==> src/rtl/wesen_map.svh <==
// register map, reset values and field positions of the wake event block
`ifndef WESEN_MAP_SVH
`define WESEN_MAP_SVH
`define WESEN_IDX_GLOBAL_CTRL 8'h02
`define WESEN_IDX_GPIO_C 8'h07
`define WESEN_IDX_PERIPH_STS 8'h09
`define WESEN_IDX_PERIPH_EN 8'h0A
`define WESEN_IDX_GPIO_E 8'h80
`define WESEN_RST_GPIO_C 8'h00
`define WESEN_RST_GPIO_E 8'h00
`define WESEN_RST_PERIPH_STS 8'h01
`define WESEN_RST_PERIPH_EN 8'h00
`define WESEN_RST_GLOBAL_CTRL 8'h00
`define WESEN_BIT_GLOBAL_EN 0
`define WESEN_BIT_PP_ACTIVE 1
`define WESEN_BIT_PP_EVENT 0
`define WESEN_ADDR_W 12
`endif

==> src/rtl/wesen_pkg.sv <==
// types shared by the wake event block
package wesen_pkg;
   typedef logic [7:0] wesen_byte_t;
   typedef enum logic [5:0] {
      WESEN_SEL_NONE = 6'b00_0001,
      WESEN_SEL_GPIO_C = 6'b00_0010,
      WESEN_SEL_PERIPH_STS = 6'b00_0100,
      WESEN_SEL_PERIPH_EN = 6'b00_1000,
      WESEN_SEL_GPIO_E = 6'b01_0000,
      WESEN_SEL_CTRL = 6'b10_0000
   } wesen_sel_t;
endpackage

==> src/rtl/wesen_sync.sv <==
// two flip-flop synchroniser for asynchronous level inputs
`timescale 1ns/10ps
module wesen_sync #(
   parameter int WIDTH = 8
) (
   input wire logic pclk,
   input wire logic presetn,
   input wire logic [WIDTH-1:0] async_in,
   output logic [WIDTH-1:0] sync_out
);
   logic [WIDTH-1:0] stage1;
   logic [WIDTH-1:0] next_stage1;
   logic [WIDTH-1:0] next_sync_out;

   always_comb begin
      next_stage1 = async_in;
      next_sync_out = stage1;
   end

   always_ff @(posedge pclk or negedge presetn) begin
      if (!presetn) begin
         stage1 <= '0;
         sync_out <= '0;
      end else begin
         stage1 <= next_stage1;
         sync_out <= next_sync_out;
      end
   end
endmodule

==> src/rtl/wesen_top.sv <==
// wake event status and enable registers with apb access and wake output
`timescale 1ns/10ps
`include "wesen_map.svh"

// Function
// - each gpio wake status bit sets on its source event regardless of any enable.
// - writing 1 to a status bit clears it and writing 0 leaves it alone.
// - wake status registers clear only on standby power-on reset, not on other resets.
// - gpio group c status bits 0..7 are gpio 3.0, 3.1, 3.2, 3.3, 4.1, 4.3, 6.0, 6.1.
// - gpio group e status at index 80 has bits 0..7 as gpio 5.0 to 5.7.
// - status 09: parallel, serial2, serial1, floppy, mouse, keyboard, watchdog, two-wire.
// - a peripheral status bit sets on its event regardless of any enable.
// - peripheral status is 0x01 after standby power-on reset.
// - bit 0 of status 09 is set by any reset; other bits survive all but standby reset.
// - parallel source is 1 while the port is inactive, else it follows acknowledge.
// - wake output goes low when a source is enabled and set and global enable is on.
// - a disabled source still records status but never drives the wake output.
// - enable 0A maps kbc pin a, kbc pin b, ring 1, keyboard, mouse, key, tach, ring 2.
// - peripheral wake enable clears only on standby power-on reset.
// - global wake enable off keeps the wake output inactive.
module wesen_top (
   input wire logic pclk,
   input wire logic presetn,
   input wire logic psel,
   input wire logic penable,
   input wire logic pwrite,
   input wire logic [`WESEN_ADDR_W-1:0] paddr,
   input wire logic [31:0] pwdata,
   output logic [31:0] prdata,
   output logic pready,
   output logic pslverr,
   input wire logic [7:0] gpio_group_c_wake,
   input wire logic [7:0] gpio_group_e_wake,
   input wire logic printer_ack_n,
   input wire logic serial_port2_event,
   input wire logic serial_port1_event,
   input wire logic floppy_ctrl_event,
   input wire logic mouse_ctrl_event,
   input wire logic keyboard_ctrl_event,
   input wire logic watchdog_event,
   input wire logic two_wire_ctrl_event,
   input wire logic main_por,
   input wire logic hard_reset,
   input wire logic soft_reset,
   input wire logic [7:0] peripheral_wake_status,
   input wire logic [7:0] gpio_group_c_enable,
   input wire logic [7:0] gpio_group_e_enable,
   output logic wake_out_n
);
   localparam int SYNC_W = 27;

   logic [SYNC_W-1:0] raw_in;
   logic [SYNC_W-1:0] sync_in;
   wesen_pkg::wesen_byte_t src_c;
   wesen_pkg::wesen_byte_t src_e;
   wesen_pkg::wesen_byte_t src_p;
   logic ack_n_s;
   logic any_reset_s;

   wesen_pkg::wesen_byte_t stat_c;
   wesen_pkg::wesen_byte_t stat_e;
   wesen_pkg::wesen_byte_t stat_p;
   wesen_pkg::wesen_byte_t en_p;
   wesen_pkg::wesen_byte_t ctrl;
   wesen_pkg::wesen_byte_t next_stat_c;
   wesen_pkg::wesen_byte_t next_stat_e;
   wesen_pkg::wesen_byte_t next_stat_p;
   wesen_pkg::wesen_byte_t next_en_p;
   wesen_pkg::wesen_byte_t next_ctrl;
   logic [31:0] next_prdata;
   logic next_wake_out_n;

   wesen_pkg::wesen_sel_t sel;
   logic acc;
   logic wr;
   logic global_en;
   logic pp_active;
   logic wake_any;

   // byte address of a register index
   function automatic logic [`WESEN_ADDR_W-1:0] idx_addr(input logic [7:0] idx);
      idx_addr = {{(`WESEN_ADDR_W-10){1'b0}}, idx, 2'b00};
   endfunction

   function automatic wesen_pkg::wesen_sel_t decode(input logic [`WESEN_ADDR_W-1:0] a);
      if (a == idx_addr(`WESEN_IDX_GPIO_C)) begin
         decode = wesen_pkg::WESEN_SEL_GPIO_C;
      end else if (a == idx_addr(`WESEN_IDX_PERIPH_STS)) begin
         decode = wesen_pkg::WESEN_SEL_PERIPH_STS;
      end else if (a == idx_addr(`WESEN_IDX_PERIPH_EN)) begin
         decode = wesen_pkg::WESEN_SEL_PERIPH_EN;
      end else if (a == idx_addr(`WESEN_IDX_GPIO_E)) begin
         decode = wesen_pkg::WESEN_SEL_GPIO_E;
      end else if (a == idx_addr(`WESEN_IDX_GLOBAL_CTRL)) begin
         decode = wesen_pkg::WESEN_SEL_CTRL;
      end else begin
         decode = wesen_pkg::WESEN_SEL_NONE;
      end
   endfunction

   // sticky status with write-one-clear; set beats clear
   function automatic wesen_pkg::wesen_byte_t w1c(input wesen_pkg::wesen_byte_t cur,
                                                  input wesen_pkg::wesen_byte_t src,
                                                  input logic hit,
                                                  input wesen_pkg::wesen_byte_t wd);
      w1c = (cur & ~(hit ? wd : 8'h00)) | src;
   endfunction

   assign raw_in = {main_por, hard_reset, soft_reset, printer_ack_n,
                    two_wire_ctrl_event, watchdog_event, keyboard_ctrl_event,
                    mouse_ctrl_event, floppy_ctrl_event, serial_port1_event,
                    serial_port2_event, gpio_group_e_wake, gpio_group_c_wake};

   wesen_sync #(.WIDTH(SYNC_W)) u_sync (
      .pclk(pclk),
      .presetn(presetn),
      .async_in(raw_in),
      .sync_out(sync_in)
   );

   always_comb begin
      src_c = sync_in[7:0];
      src_e = sync_in[15:8];
      ack_n_s = sync_in[23];
      any_reset_s = |sync_in[26:24];
      global_en = ctrl[`WESEN_BIT_GLOBAL_EN];
      pp_active = ctrl[`WESEN_BIT_PP_ACTIVE];
      src_p = {sync_in[22:16], (pp_active ? ack_n_s : 1'b1)};
      sel = decode(paddr);
      acc = psel && penable;
      wr = acc && pwrite;
   end

   // register next values
   always_comb begin
      next_stat_c = w1c(stat_c, src_c, wr && sel == wesen_pkg::WESEN_SEL_GPIO_C,
                        pwdata[7:0]);
      next_stat_e = w1c(stat_e, src_e, wr && sel == wesen_pkg::WESEN_SEL_GPIO_E,
                        pwdata[7:0]);
      next_stat_p = w1c(stat_p, src_p, wr && sel == wesen_pkg::WESEN_SEL_PERIPH_STS,
                        pwdata[7:0]);
      if (any_reset_s) begin
         next_stat_p[`WESEN_BIT_PP_EVENT] = 1'b1;
      end
      next_en_p = en_p;
      if (wr && sel == wesen_pkg::WESEN_SEL_PERIPH_EN) begin
         next_en_p = pwdata[7:0];
      end
      next_ctrl = ctrl;
      if (wr && sel == wesen_pkg::WESEN_SEL_CTRL) begin
         next_ctrl = pwdata[7:0] & 8'h03;
      end
   end

   // standby power-on reset is the only reset of these registers
   always_ff @(posedge pclk or negedge presetn) begin
      if (!presetn) begin
         stat_c <= `WESEN_RST_GPIO_C;
         stat_e <= `WESEN_RST_GPIO_E;
         stat_p <= `WESEN_RST_PERIPH_STS;
         en_p <= `WESEN_RST_PERIPH_EN;
         ctrl <= `WESEN_RST_GLOBAL_CTRL;
      end else begin
         stat_c <= next_stat_c;
         stat_e <= next_stat_e;
         stat_p <= next_stat_p;
         en_p <= next_en_p;
         ctrl <= next_ctrl;
      end
   end

   // wake output and read data
   always_comb begin
      wake_any = |((en_p & peripheral_wake_status) | (gpio_group_c_enable & stat_c)
                   | (gpio_group_e_enable & stat_e));
      next_wake_out_n = !(global_en && wake_any);
      next_prdata = 32'h0000_0000;
      if (psel && !penable && !pwrite) begin
         case (sel)
            wesen_pkg::WESEN_SEL_GPIO_C: next_prdata = {24'h00_0000, stat_c};
            wesen_pkg::WESEN_SEL_GPIO_E: next_prdata = {24'h00_0000, stat_e};
            wesen_pkg::WESEN_SEL_PERIPH_STS: next_prdata = {24'h00_0000, stat_p};
            wesen_pkg::WESEN_SEL_PERIPH_EN: next_prdata = {24'h00_0000, en_p};
            wesen_pkg::WESEN_SEL_CTRL: next_prdata = {24'h00_0000, ctrl};
            default: next_prdata = 32'h0000_0000;
         endcase
      end else if (acc) begin
         next_prdata = prdata;
      end
   end

   always_ff @(posedge pclk or negedge presetn) begin
      if (!presetn) begin
         wake_out_n <= 1'b1;
         prdata <= 32'h0000_0000;
      end else begin
         wake_out_n <= next_wake_out_n;
         prdata <= next_prdata;
      end
   end

   assign pready = 1'b1;
   assign pslverr = acc && (sel == wesen_pkg::WESEN_SEL_NONE);

   // checks
   property p_set_c;
      @(posedge pclk) disable iff (!presetn)
      (src_c != 8'h00) |=> ((stat_c & $past(src_c)) == $past(src_c));
   endproperty
   a_set_c: assert property (p_set_c) else $error("gpio c event not latched");

   property p_set_p;
      @(posedge pclk) disable iff (!presetn)
      (src_p != 8'h00) |=> ((stat_p & $past(src_p)) == $past(src_p));
   endproperty
   a_set_p: assert property (p_set_p) else $error("peripheral event not latched");

   property p_clear_e;
      @(posedge pclk) disable iff (!presetn)
      (wr && sel == wesen_pkg::WESEN_SEL_GPIO_E && src_e == 8'h00)
         |=> ((stat_e & $past(pwdata[7:0])) == 8'h00);
   endproperty
   a_clear_e: assert property (p_clear_e) else $error("write one did not clear");

   property p_sticky_c;
      @(posedge pclk) disable iff (!presetn)
      !(wr && sel == wesen_pkg::WESEN_SEL_GPIO_C) |=> ((stat_c & $past(stat_c)) == $past(stat_c));
   endproperty
   a_sticky_c: assert property (p_sticky_c) else $error("status bit lost");

   property p_reset_bit0;
      @(posedge pclk) disable iff (!presetn)
      any_reset_s |=> stat_p[`WESEN_BIT_PP_EVENT];
   endproperty
   a_reset_bit0: assert property (p_reset_bit0) else $error("bit 0 not forced");

   property p_pp_idle;
      @(posedge pclk) disable iff (!presetn)
      !pp_active |=> stat_p[`WESEN_BIT_PP_EVENT];
   endproperty
   a_pp_idle: assert property (p_pp_idle) else $error("idle parallel not reading 1");

   property p_wake_on;
      @(posedge pclk) disable iff (!presetn)
      (global_en && (stat_c & gpio_group_c_enable) != 8'h00) |=> !wake_out_n;
   endproperty
   a_wake_on: assert property (p_wake_on) else $error("wake not driven");

   property p_wake_masked;
      @(posedge pclk) disable iff (!presetn)
      (!wake_any) |=> wake_out_n;
   endproperty
   a_wake_masked: assert property (p_wake_masked) else $error("disabled source woke");

   property p_global_off;
      @(posedge pclk) disable iff (!presetn)
      !global_en |=> wake_out_n;
   endproperty
   a_global_off: assert property (p_global_off) else $error("wake with global off");

   property p_en_write;
      @(posedge pclk) disable iff (!presetn)
      (wr && sel == wesen_pkg::WESEN_SEL_PERIPH_EN) |=> (en_p == $past(pwdata[7:0]));
   endproperty
   a_en_write: assert property (p_en_write) else $error("enable write lost");

   property p_cov_wake;
      @(posedge pclk) disable iff (!presetn)
      wake_out_n ##1 !wake_out_n;
   endproperty
   c_cov_wake: cover property (p_cov_wake);

   property p_cov_setwin;
      @(posedge pclk) disable iff (!presetn)
      wr && sel == wesen_pkg::WESEN_SEL_GPIO_C && (src_c & pwdata[7:0]) != 8'h00;
   endproperty
   c_cov_setwin: cover property (p_cov_setwin);

   property p_cov_err;
      @(posedge pclk) disable iff (!presetn)
      pslverr;
   endproperty
   c_cov_err: cover property (p_cov_err);

   property p_set_e;
      @(posedge pclk) disable iff (!presetn)
      (src_e != 8'h00) |=> ((stat_e & $past(src_e)) == $past(src_e));
   endproperty
   a_set_e: assert property (p_set_e) else $error("gpio e event not latched");

   property p_pp_follow;
      @(posedge pclk) disable iff (!presetn)
      (pp_active && ack_n_s) |=> stat_p[`WESEN_BIT_PP_EVENT];
   endproperty
   a_pp_follow: assert property (p_pp_follow) else $error("parallel not latched");

   property p_wake_on_p;
      @(posedge pclk) disable iff (!presetn)
      (global_en && (en_p & peripheral_wake_status) != 8'h00) |=> !wake_out_n;
   endproperty
   a_wake_on_p: assert property (p_wake_on_p) else $error("peripheral wake missed");

   property p_en_hold;
      @(posedge pclk) disable iff (!presetn)
      !(wr && sel == wesen_pkg::WESEN_SEL_PERIPH_EN) |=> (en_p == $past(en_p));
   endproperty
   a_en_hold: assert property (p_en_hold) else $error("enable changed");

   property p_cov_reset;
      @(posedge pclk) disable iff (!presetn)
      any_reset_s ##1 stat_p[`WESEN_BIT_PP_EVENT];
   endproperty
   c_cov_reset: cover property (p_cov_reset);
endmodule
==> config.mk <==
export PLATFORM = sky130hd
export DESIGN_NAME = wesen_top
export DESIGN_NICKNAME = d
export VERILOG_FILES = /design/src/rtl/wesen_pkg.sv /design/src/rtl/wesen_sync.sv /design/src/rtl/wesen_top.sv
export VERILOG_INCLUDE_DIRS = /design/src /design/src/rtl
export SDC_FILE = /design/constraint.sdc
export NUM_CORES = 1
export LEC_CHECK = 0
export BUFFER_PORTS_ARGS = -buffer_cell sky130_fd_sc_hd__clkbuf_2
export CAP_MARGIN = 5
export CORE_UTILIZATION = 49
export DETAILED_ROUTE_END_ITERATION = 10
export PLACE_DENSITY = 0.79
export SYNTH_ARGS = -nofsm -noshare
export SYNTH_HDL_FRONTEND = slang
export SYNTH_SLANG_ARGS = --single-unit
==> constraint.sdc <==
create_clock -name pclk -period 1.9 [get_ports pclk]
set_clock_uncertainty 0.15 [all_clocks]
set_input_delay 0.095 -clock pclk [delete_from_list [all_inputs] [get_ports pclk]]
set_output_delay 0.095 -clock pclk [all_outputs]
set_load 0.03 [all_outputs]
==> flow_summary.yaml, run 1 <==
die:
  die_w_um: 90.2
  dieArea_mm2: 0.00813
  num_io_pins: 135
  core_mm2: 0.00737
  initial_core_util: 0.517
  die_y_um: 90.2
  num_rows: 31
global_routing:
  grt_overflow: 0
  grt_max_degree: 41
  antenna_found_initial: 0
  grt_pass1_wl_mm: 14.5
  grt_pass1_vias: 2961
  grt.total_usage: 0.235
route:
  drc: 0
  dr_total_vias: 2900
  ant_nets: 0
  postRouteWirelength_mm: 8.94
  drtPass1Iterations: 4
  wl_per_cell_um: 16.2
  drtIter0Drc: 229
  avgViaCountPerCell: 5.26
status:
  outcome: "finished clean"
clock_tree:
  cts-root-buf: "clkbuf_8"
  cts_setup_buffers: 0
  cts.clk_slew.worst_paths_ps: 90
  clk_latency_ps: 360
  cts.path.max_buffers: 2
  clkSinkCount: 97
  cts_htree_levels: 3
  cts_tree: "yes"
  cts_buffers: 9
logic_synthesis:
  synth_top_family_by_area: "compound AO/OA/AOI/OAI gates"
  avgSynthCellArea_um2: 13.1
  netlist_instances: 290
  synthXorXnorAreaFrac: 0
  ys_ff_latch: 97
  yosysWarnings: 0
  synth-seq-area-share: 0.638
  synthAdderAreaFrac: 0
  synth_mux_area_frac: 0.0295
  yosysUniqueCellTypes: 48
  synth_ff_type: "dfrtp_1"
  synth_edf_count: 0
  synth_compound_area_frac: 0.141
  synth-simple-area-share: 0.122
  netlist_area_mm2: 0.00381
  async_flop_share: 1.00
sta:
  holdWs_ps: 82.5
  layout_worst_path_cycle_share: 0.979
  layout_min_cycle_time_ps: 1860
  worst_slack_ps: 40.5
  finalSetupTns_ps: 0
  rsz0062_at_grt: "false"
  drv_slew: 0
  setup_violations: 0
  timing.slew.headroom: 0.601
  fmax_mhz: 538
  finalHoldViolations: 0
  tightest_slew_ps: 599
power:
  total_power_mw: 3.90
  p_per_area_mw_per_mm2: 761
  power.leakage_nw: 2.28
  irDropWorstVdd_uv: 595
cells_and_area:
  mostFrequentLayoutCell: "dfrtp_1"
  utilization: 0.697
  syn2layout_area_growth_pct: 34.7
  n_antenna_cell: 0
  layoutNonFillerInstCount: 551
  fin_area_mm2: 0.00513
  mostFrequentLayoutCells: "95 x dfrtp_1, 84 x clkbuf_2, 60 x dlygate4sd3_1"
  layout.nets: 547
  layout-drive-gt1-share: 0.308
setup_path:
  crit_start: "stat_c[2]$_DFF_PN0_"
  r2r-end: "wake_out_n$_DFF_PN1_"
  cp-endpoint: "wake_out_n$_DFF_PN1_"
  cp-start-kind: "flip-flop"
  reg2reg_slack_ps: 40
  required_ps: 2010
  reg2regPathDepth: 4
  path_class: "flip-flop to flip-flop"
  worstPathMaxFanout: 3
  reg2reg_from: "stat_c[2]$_DFF_PN0_"
  arrival_ps: 1970
  crit_path_end_kind: "flip-flop"
flow_run:
  maxCapViolCount: 0
place:
  post_dp_cell_area_mm2: 0.00432
  dp.cells: 475
  gp_congestion: 0.848
  pre_cts_slack_ps: -31.2
  port_buffers: 85
  detailed_place_hpwl_mm: 6.08
min_path:
  hold_path_class: "input pin to async pin"
-- flip-flops by register name, summed over array words and instances (netlist names) --
signal                flops
ctrl                      2
en_p                      8
prdata                    8
stat_c                    8
stat_e                    8
stat_p                    8
u_sync.next_sync_out     27
u_sync.sync_out          27
wake_out_n                1
-- metal layers --
metal | routed length, um | GRT usage | vias to the layer above
li1 | - | - | 1320
met1 | 3640 | 0.299 | 1399
met2 | 4430 | 0.386 | 152
met3 | 560 | 0.0406 | 29
met4 | 305 | 0.124 | 0
met5 | 0 | 0 | -
-- timing repair --
| action | CTS | global route |
|---|---|---|
| endpoints found under the setup margin | 0 | 1 |
| hold endpoints to repair | 111 | 0 |
| hold buffers | 60 | 0 |
| resized for setup | 0 | 2 |
-- cells in the mapped netlist, types with 2 or more instances --
| cell | n | area share |
|---|---|---|
| a211oi_1 | 2 | 0.0039 |
| buf_4 | 26 | 0.051 |
| and3_1 | 2 | 0.0033 |
| buf_2 | 3 | 0.0039 |
| a32o_1 | 2 | 0.0053 |
| nor2_1 | 4 | 0.0039 |
| and3b_1 | 2 | 0.0046 |
| mux2_2 | 10 | 0.030 |
| nand4_1 | 3 | 0.0049 |
| a22oi_1 | 24 | 0.047 |
| nand3_1 | 25 | 0.033 |
| o21ai_0 | 8 | 0.011 |
| buf_6 | 2 | 0.0059 |
| clkbuf_1 | 5 | 0.0049 |
| nand4b_1 | 2 | 0.0046 |
| dfrtp_1 | 95 | 0.62 |
| or4bb_1 | 3 | 0.0089 |
| a21o_1 | 24 | 0.047 |
| nor2b_1 | 3 | 0.0049 |
| dfstp_2 | 2 | 0.014 |
| o22a_1 | 6 | 0.014 |
| conb_1 | 2 | 0.0020 |
| a21oi_1 | 2 | 0.0026 |
| nand2_1 | 9 | 0.0089 |
-- cell families (layout without fill, tap and decap cells) --
| kind of cell | after synthesis | after routing |
|---|---|---|
| flops | 97 | 97 |
| compound gates | 73 | 73 |
| simple gates | 70 | 70 |
| buf+inv | 38 | 177 |
| mux | 10 | 10 |
| other cells | 2 | 25 |
-- final cells by class --
cell class	instances	area [um2]
inverters	1	3.75
multi-input cells	178	1220
clock inverters	5	62.6
fillers	517	2240
flip-flops and latches	97	2430
clock buffers	11	141
well taps	99	124
repair buffers	160	1150
-- report_power, final --
| group | leakage [nW] | total [mW] | switching [mW] | internal, mW |
|---|---|---|---|---|
| clock | 0.0966 | 1.36 | 0.703 | 0.654 |
| combinational | 1.08 | 0.410 | 0.227 | 0.183 |
| sequential | 1.10 | 2.14 | 0.0168 | 2.12 |
| total | 2.28 | 3.90 | 0.946 | 2.96 |
-- critical path, stage by stage, from the launching register on --
cell and delay [ps]:
dfrtp_1 420, a22oi_1 210, dlygate4sd3_1 580, nand4_1 120
o31ai_2 290
-- how the worst min path moves through the flow --
stage / from / slack [ps] / cells past startpoint / endpoint
floorplan: presetn / -350 / 0 / ctrl[0]$_DFFE_PN0P_
global placement: presetn / -60 / 1 / stat_e[2]$_DFF_PN0_
detailed placement: presetn / -50 / 1 / stat_e[2]$_DFF_PN0_
CTS: presetn / 90 / 2 / u_sync.sync_out[16]$_DFF_PN0_
global route: presetn / 130 / 2 / u_sync.sync_out[16]$_DFF_PN0_
finish: presetn / 80 / 2 / stat_e[2]$_DFF_PN0_
No activity file was read; power rests on OpenSTA's default activity.
==> run 2: changes to the inputs <==
CORE_UTILIZATION = 55   (was 49)
CTS_BUF_LIST = sky130_fd_sc_hd__clkbuf_8   (was unset)
CTS_CLUSTER_DIAMETER = 50   (was unset)
PLACE_DENSITY = 0.87   (was 0.79)
clock period = 2.2 ns   (was 1.9 ns; I/O delays follow)
==> flow_summary.yaml, run 2 (synthesis results as in run 1) <==
global_routing:
  grt_pass1_vias: 3034
  grt.total_usage: 0.291
  antenna_found_initial: 0
  grt_overflow: 0
  grt_pass1_wl_mm: 15.4
  grt_max_degree: 51
setup_path:
  path_class: "flip-flop to flip-flop"
  crit_path_top_delay_cell: "dlygate4sd3_1"
  arrival_ps: 2090
  r2r-end: "wake_out_n$_DFF_PN1_"
  worstPathMaxFanout: 3
  max_stage_delay_ps: 600
  crit_start: "stat_e[0]$_DFF_PN0_"
  reg2reg_slack_ps: 220
  crit_chain: "a22oi_1 > dlygate4sd3_1 > nand4_1 > o31ai_1"
  cp-start-kind: "flip-flop"
  reg2regPathDepth: 4
  required_ps: 2320
  crit_path_end_kind: "flip-flop"
  reg2reg_from: "stat_e[0]$_DFF_PN0_"
min_path:
  min-delay-start: "penable"
  min_to: "prdata[7]$_DFFE_PN0P_"
  hold_path_class: "input pin to flip-flop"
  hold_depth: 4
route:
  drc: 0
  drtPass1Iterations: 5
  wl_per_cell_um: 18.6
  dr_total_vias: 2996
  avgViaCountPerCell: 5.73
  ant_nets: 0
  drtIter0Drc: 308
  postRouteWirelength_mm: 9.74
cells_and_area:
  mostFrequentLayoutCell: "dfrtp_1"
  fin_area_mm2: 0.00507
  syn2layout_area_growth_pct: 33.1
  n_antenna_cell: 0
  layout.nets: 541
  mostFrequentLayoutCells: "95 x dfrtp_1, 84 x clkbuf_2, 60 x dlygate4sd3_1"
  layout-drive-gt1-share: 0.296
die:
  die_w_um: 85.2
  dieArea_mm2: 0.00727
  num_rows: 29
  initial_core_util: 0.584
  core_mm2: 0.00653
  die_y_um: 85.2
  num_io_pins: 135
clock_tree:
  cts_htree_levels: 3
  clk_latency_ps: 370
  cts_resized: 0
  cts-root-buf: "clkbuf_8"
  cts.path.max_buffers: 2
  clkSinkCount: 97
  cts.clk_slew.worst_paths_ps: 90
  cts_tree: "yes"
  cts_buffers: 9
sta:
  fmax_mhz: 506
  drv_slew: 0
  rsz0062_at_grt: "false"
  finalSetupTns_ps: 0
  tightest_slew_ps: 690
  worst_slack_ps: 224
  layout_min_cycle_time_ps: 1980
  finalHoldViolations: 0
  timing.slew.headroom: 0.540
  layout_worst_path_cycle_share: 0.898
  setup_violations: 0
power:
  total_power_mw: 3.49
  power.leakage_nw: 2.27
  irDropWorstVdd_uv: 546
  p_per_area_mw_per_mm2: 688
place:
  port_buffers: 85
  pre_cts_slack_ps: 318
  detailed_place_hpwl_mm: 5.67
  post_dp_cell_area_mm2: 0.00425
  gp_congestion: 0.891
status:
  outcome: "finished clean"
flow_run:
  maxCapViolCount: 0
[run 2: layer usage]
metal	up-vias	part of all wire	global-route usage
met5	-	0	0
met4	0	0.051	0.179
met3	48	0.080	0.0700
met2	188	0.48	0.453
met1	1458	0.39	0.372
li1	1302	-	-
[run 2: how the worst max path moves through the flow]
stage,to,cells after the start
detailed placement,en_p[1]$_DFFE_PN0P_,5
CTS,wake_out_n$_DFF_PN1_,4
finish,wake_out_n$_DFF_PN1_,4
floorplan,ctrl[0]$_DFFE_PN0P_,4
global route,wake_out_n$_DFF_PN1_,4
global placement,en_p[1]$_DFFE_PN0P_,5
[run 2: area by class of cell]
cell class | instances | area [um2]
sequential | 97 | 2430
fill | 359 | 1460
multi-input combinational | 178 | 1210
timing repair buffer | 154 | 1110
clock buffer | 9 | 124
clock inverter | 7 | 101
tap | 77 | 96.3
inverter | 1 | 3.75
[run 2: through the flow]
stage,cells,util,hold slack [ps]
final,523,0.777,103
after global routing,523,0.777,150
after CTS,523,0.777,98.1
after detailed placement,447,0.650,16.8
after global placement,447,0.650,3.03
after floorplan,313,-,-336
[run 2: timing repair]
item                      4_1_cts  5_1_grt
buffers inserted                0        0
hold endpoints to repair      110        0
hold buffers                   60        0
[run 2: report_power, final]
group | switching [mW] | internal (mW)
registers | 0.0155 | 1.83
logic | 0.200 | 0.155
clock network | 0.638 | 0.652
total | 0.853 | 2.64
[run 2: critical path, delay by kind of cell (launching register included)]
family          cells  cell delay, ps
simple gates        1             130
flops               1             450
buf+inv             1             600
compound gates      2             540
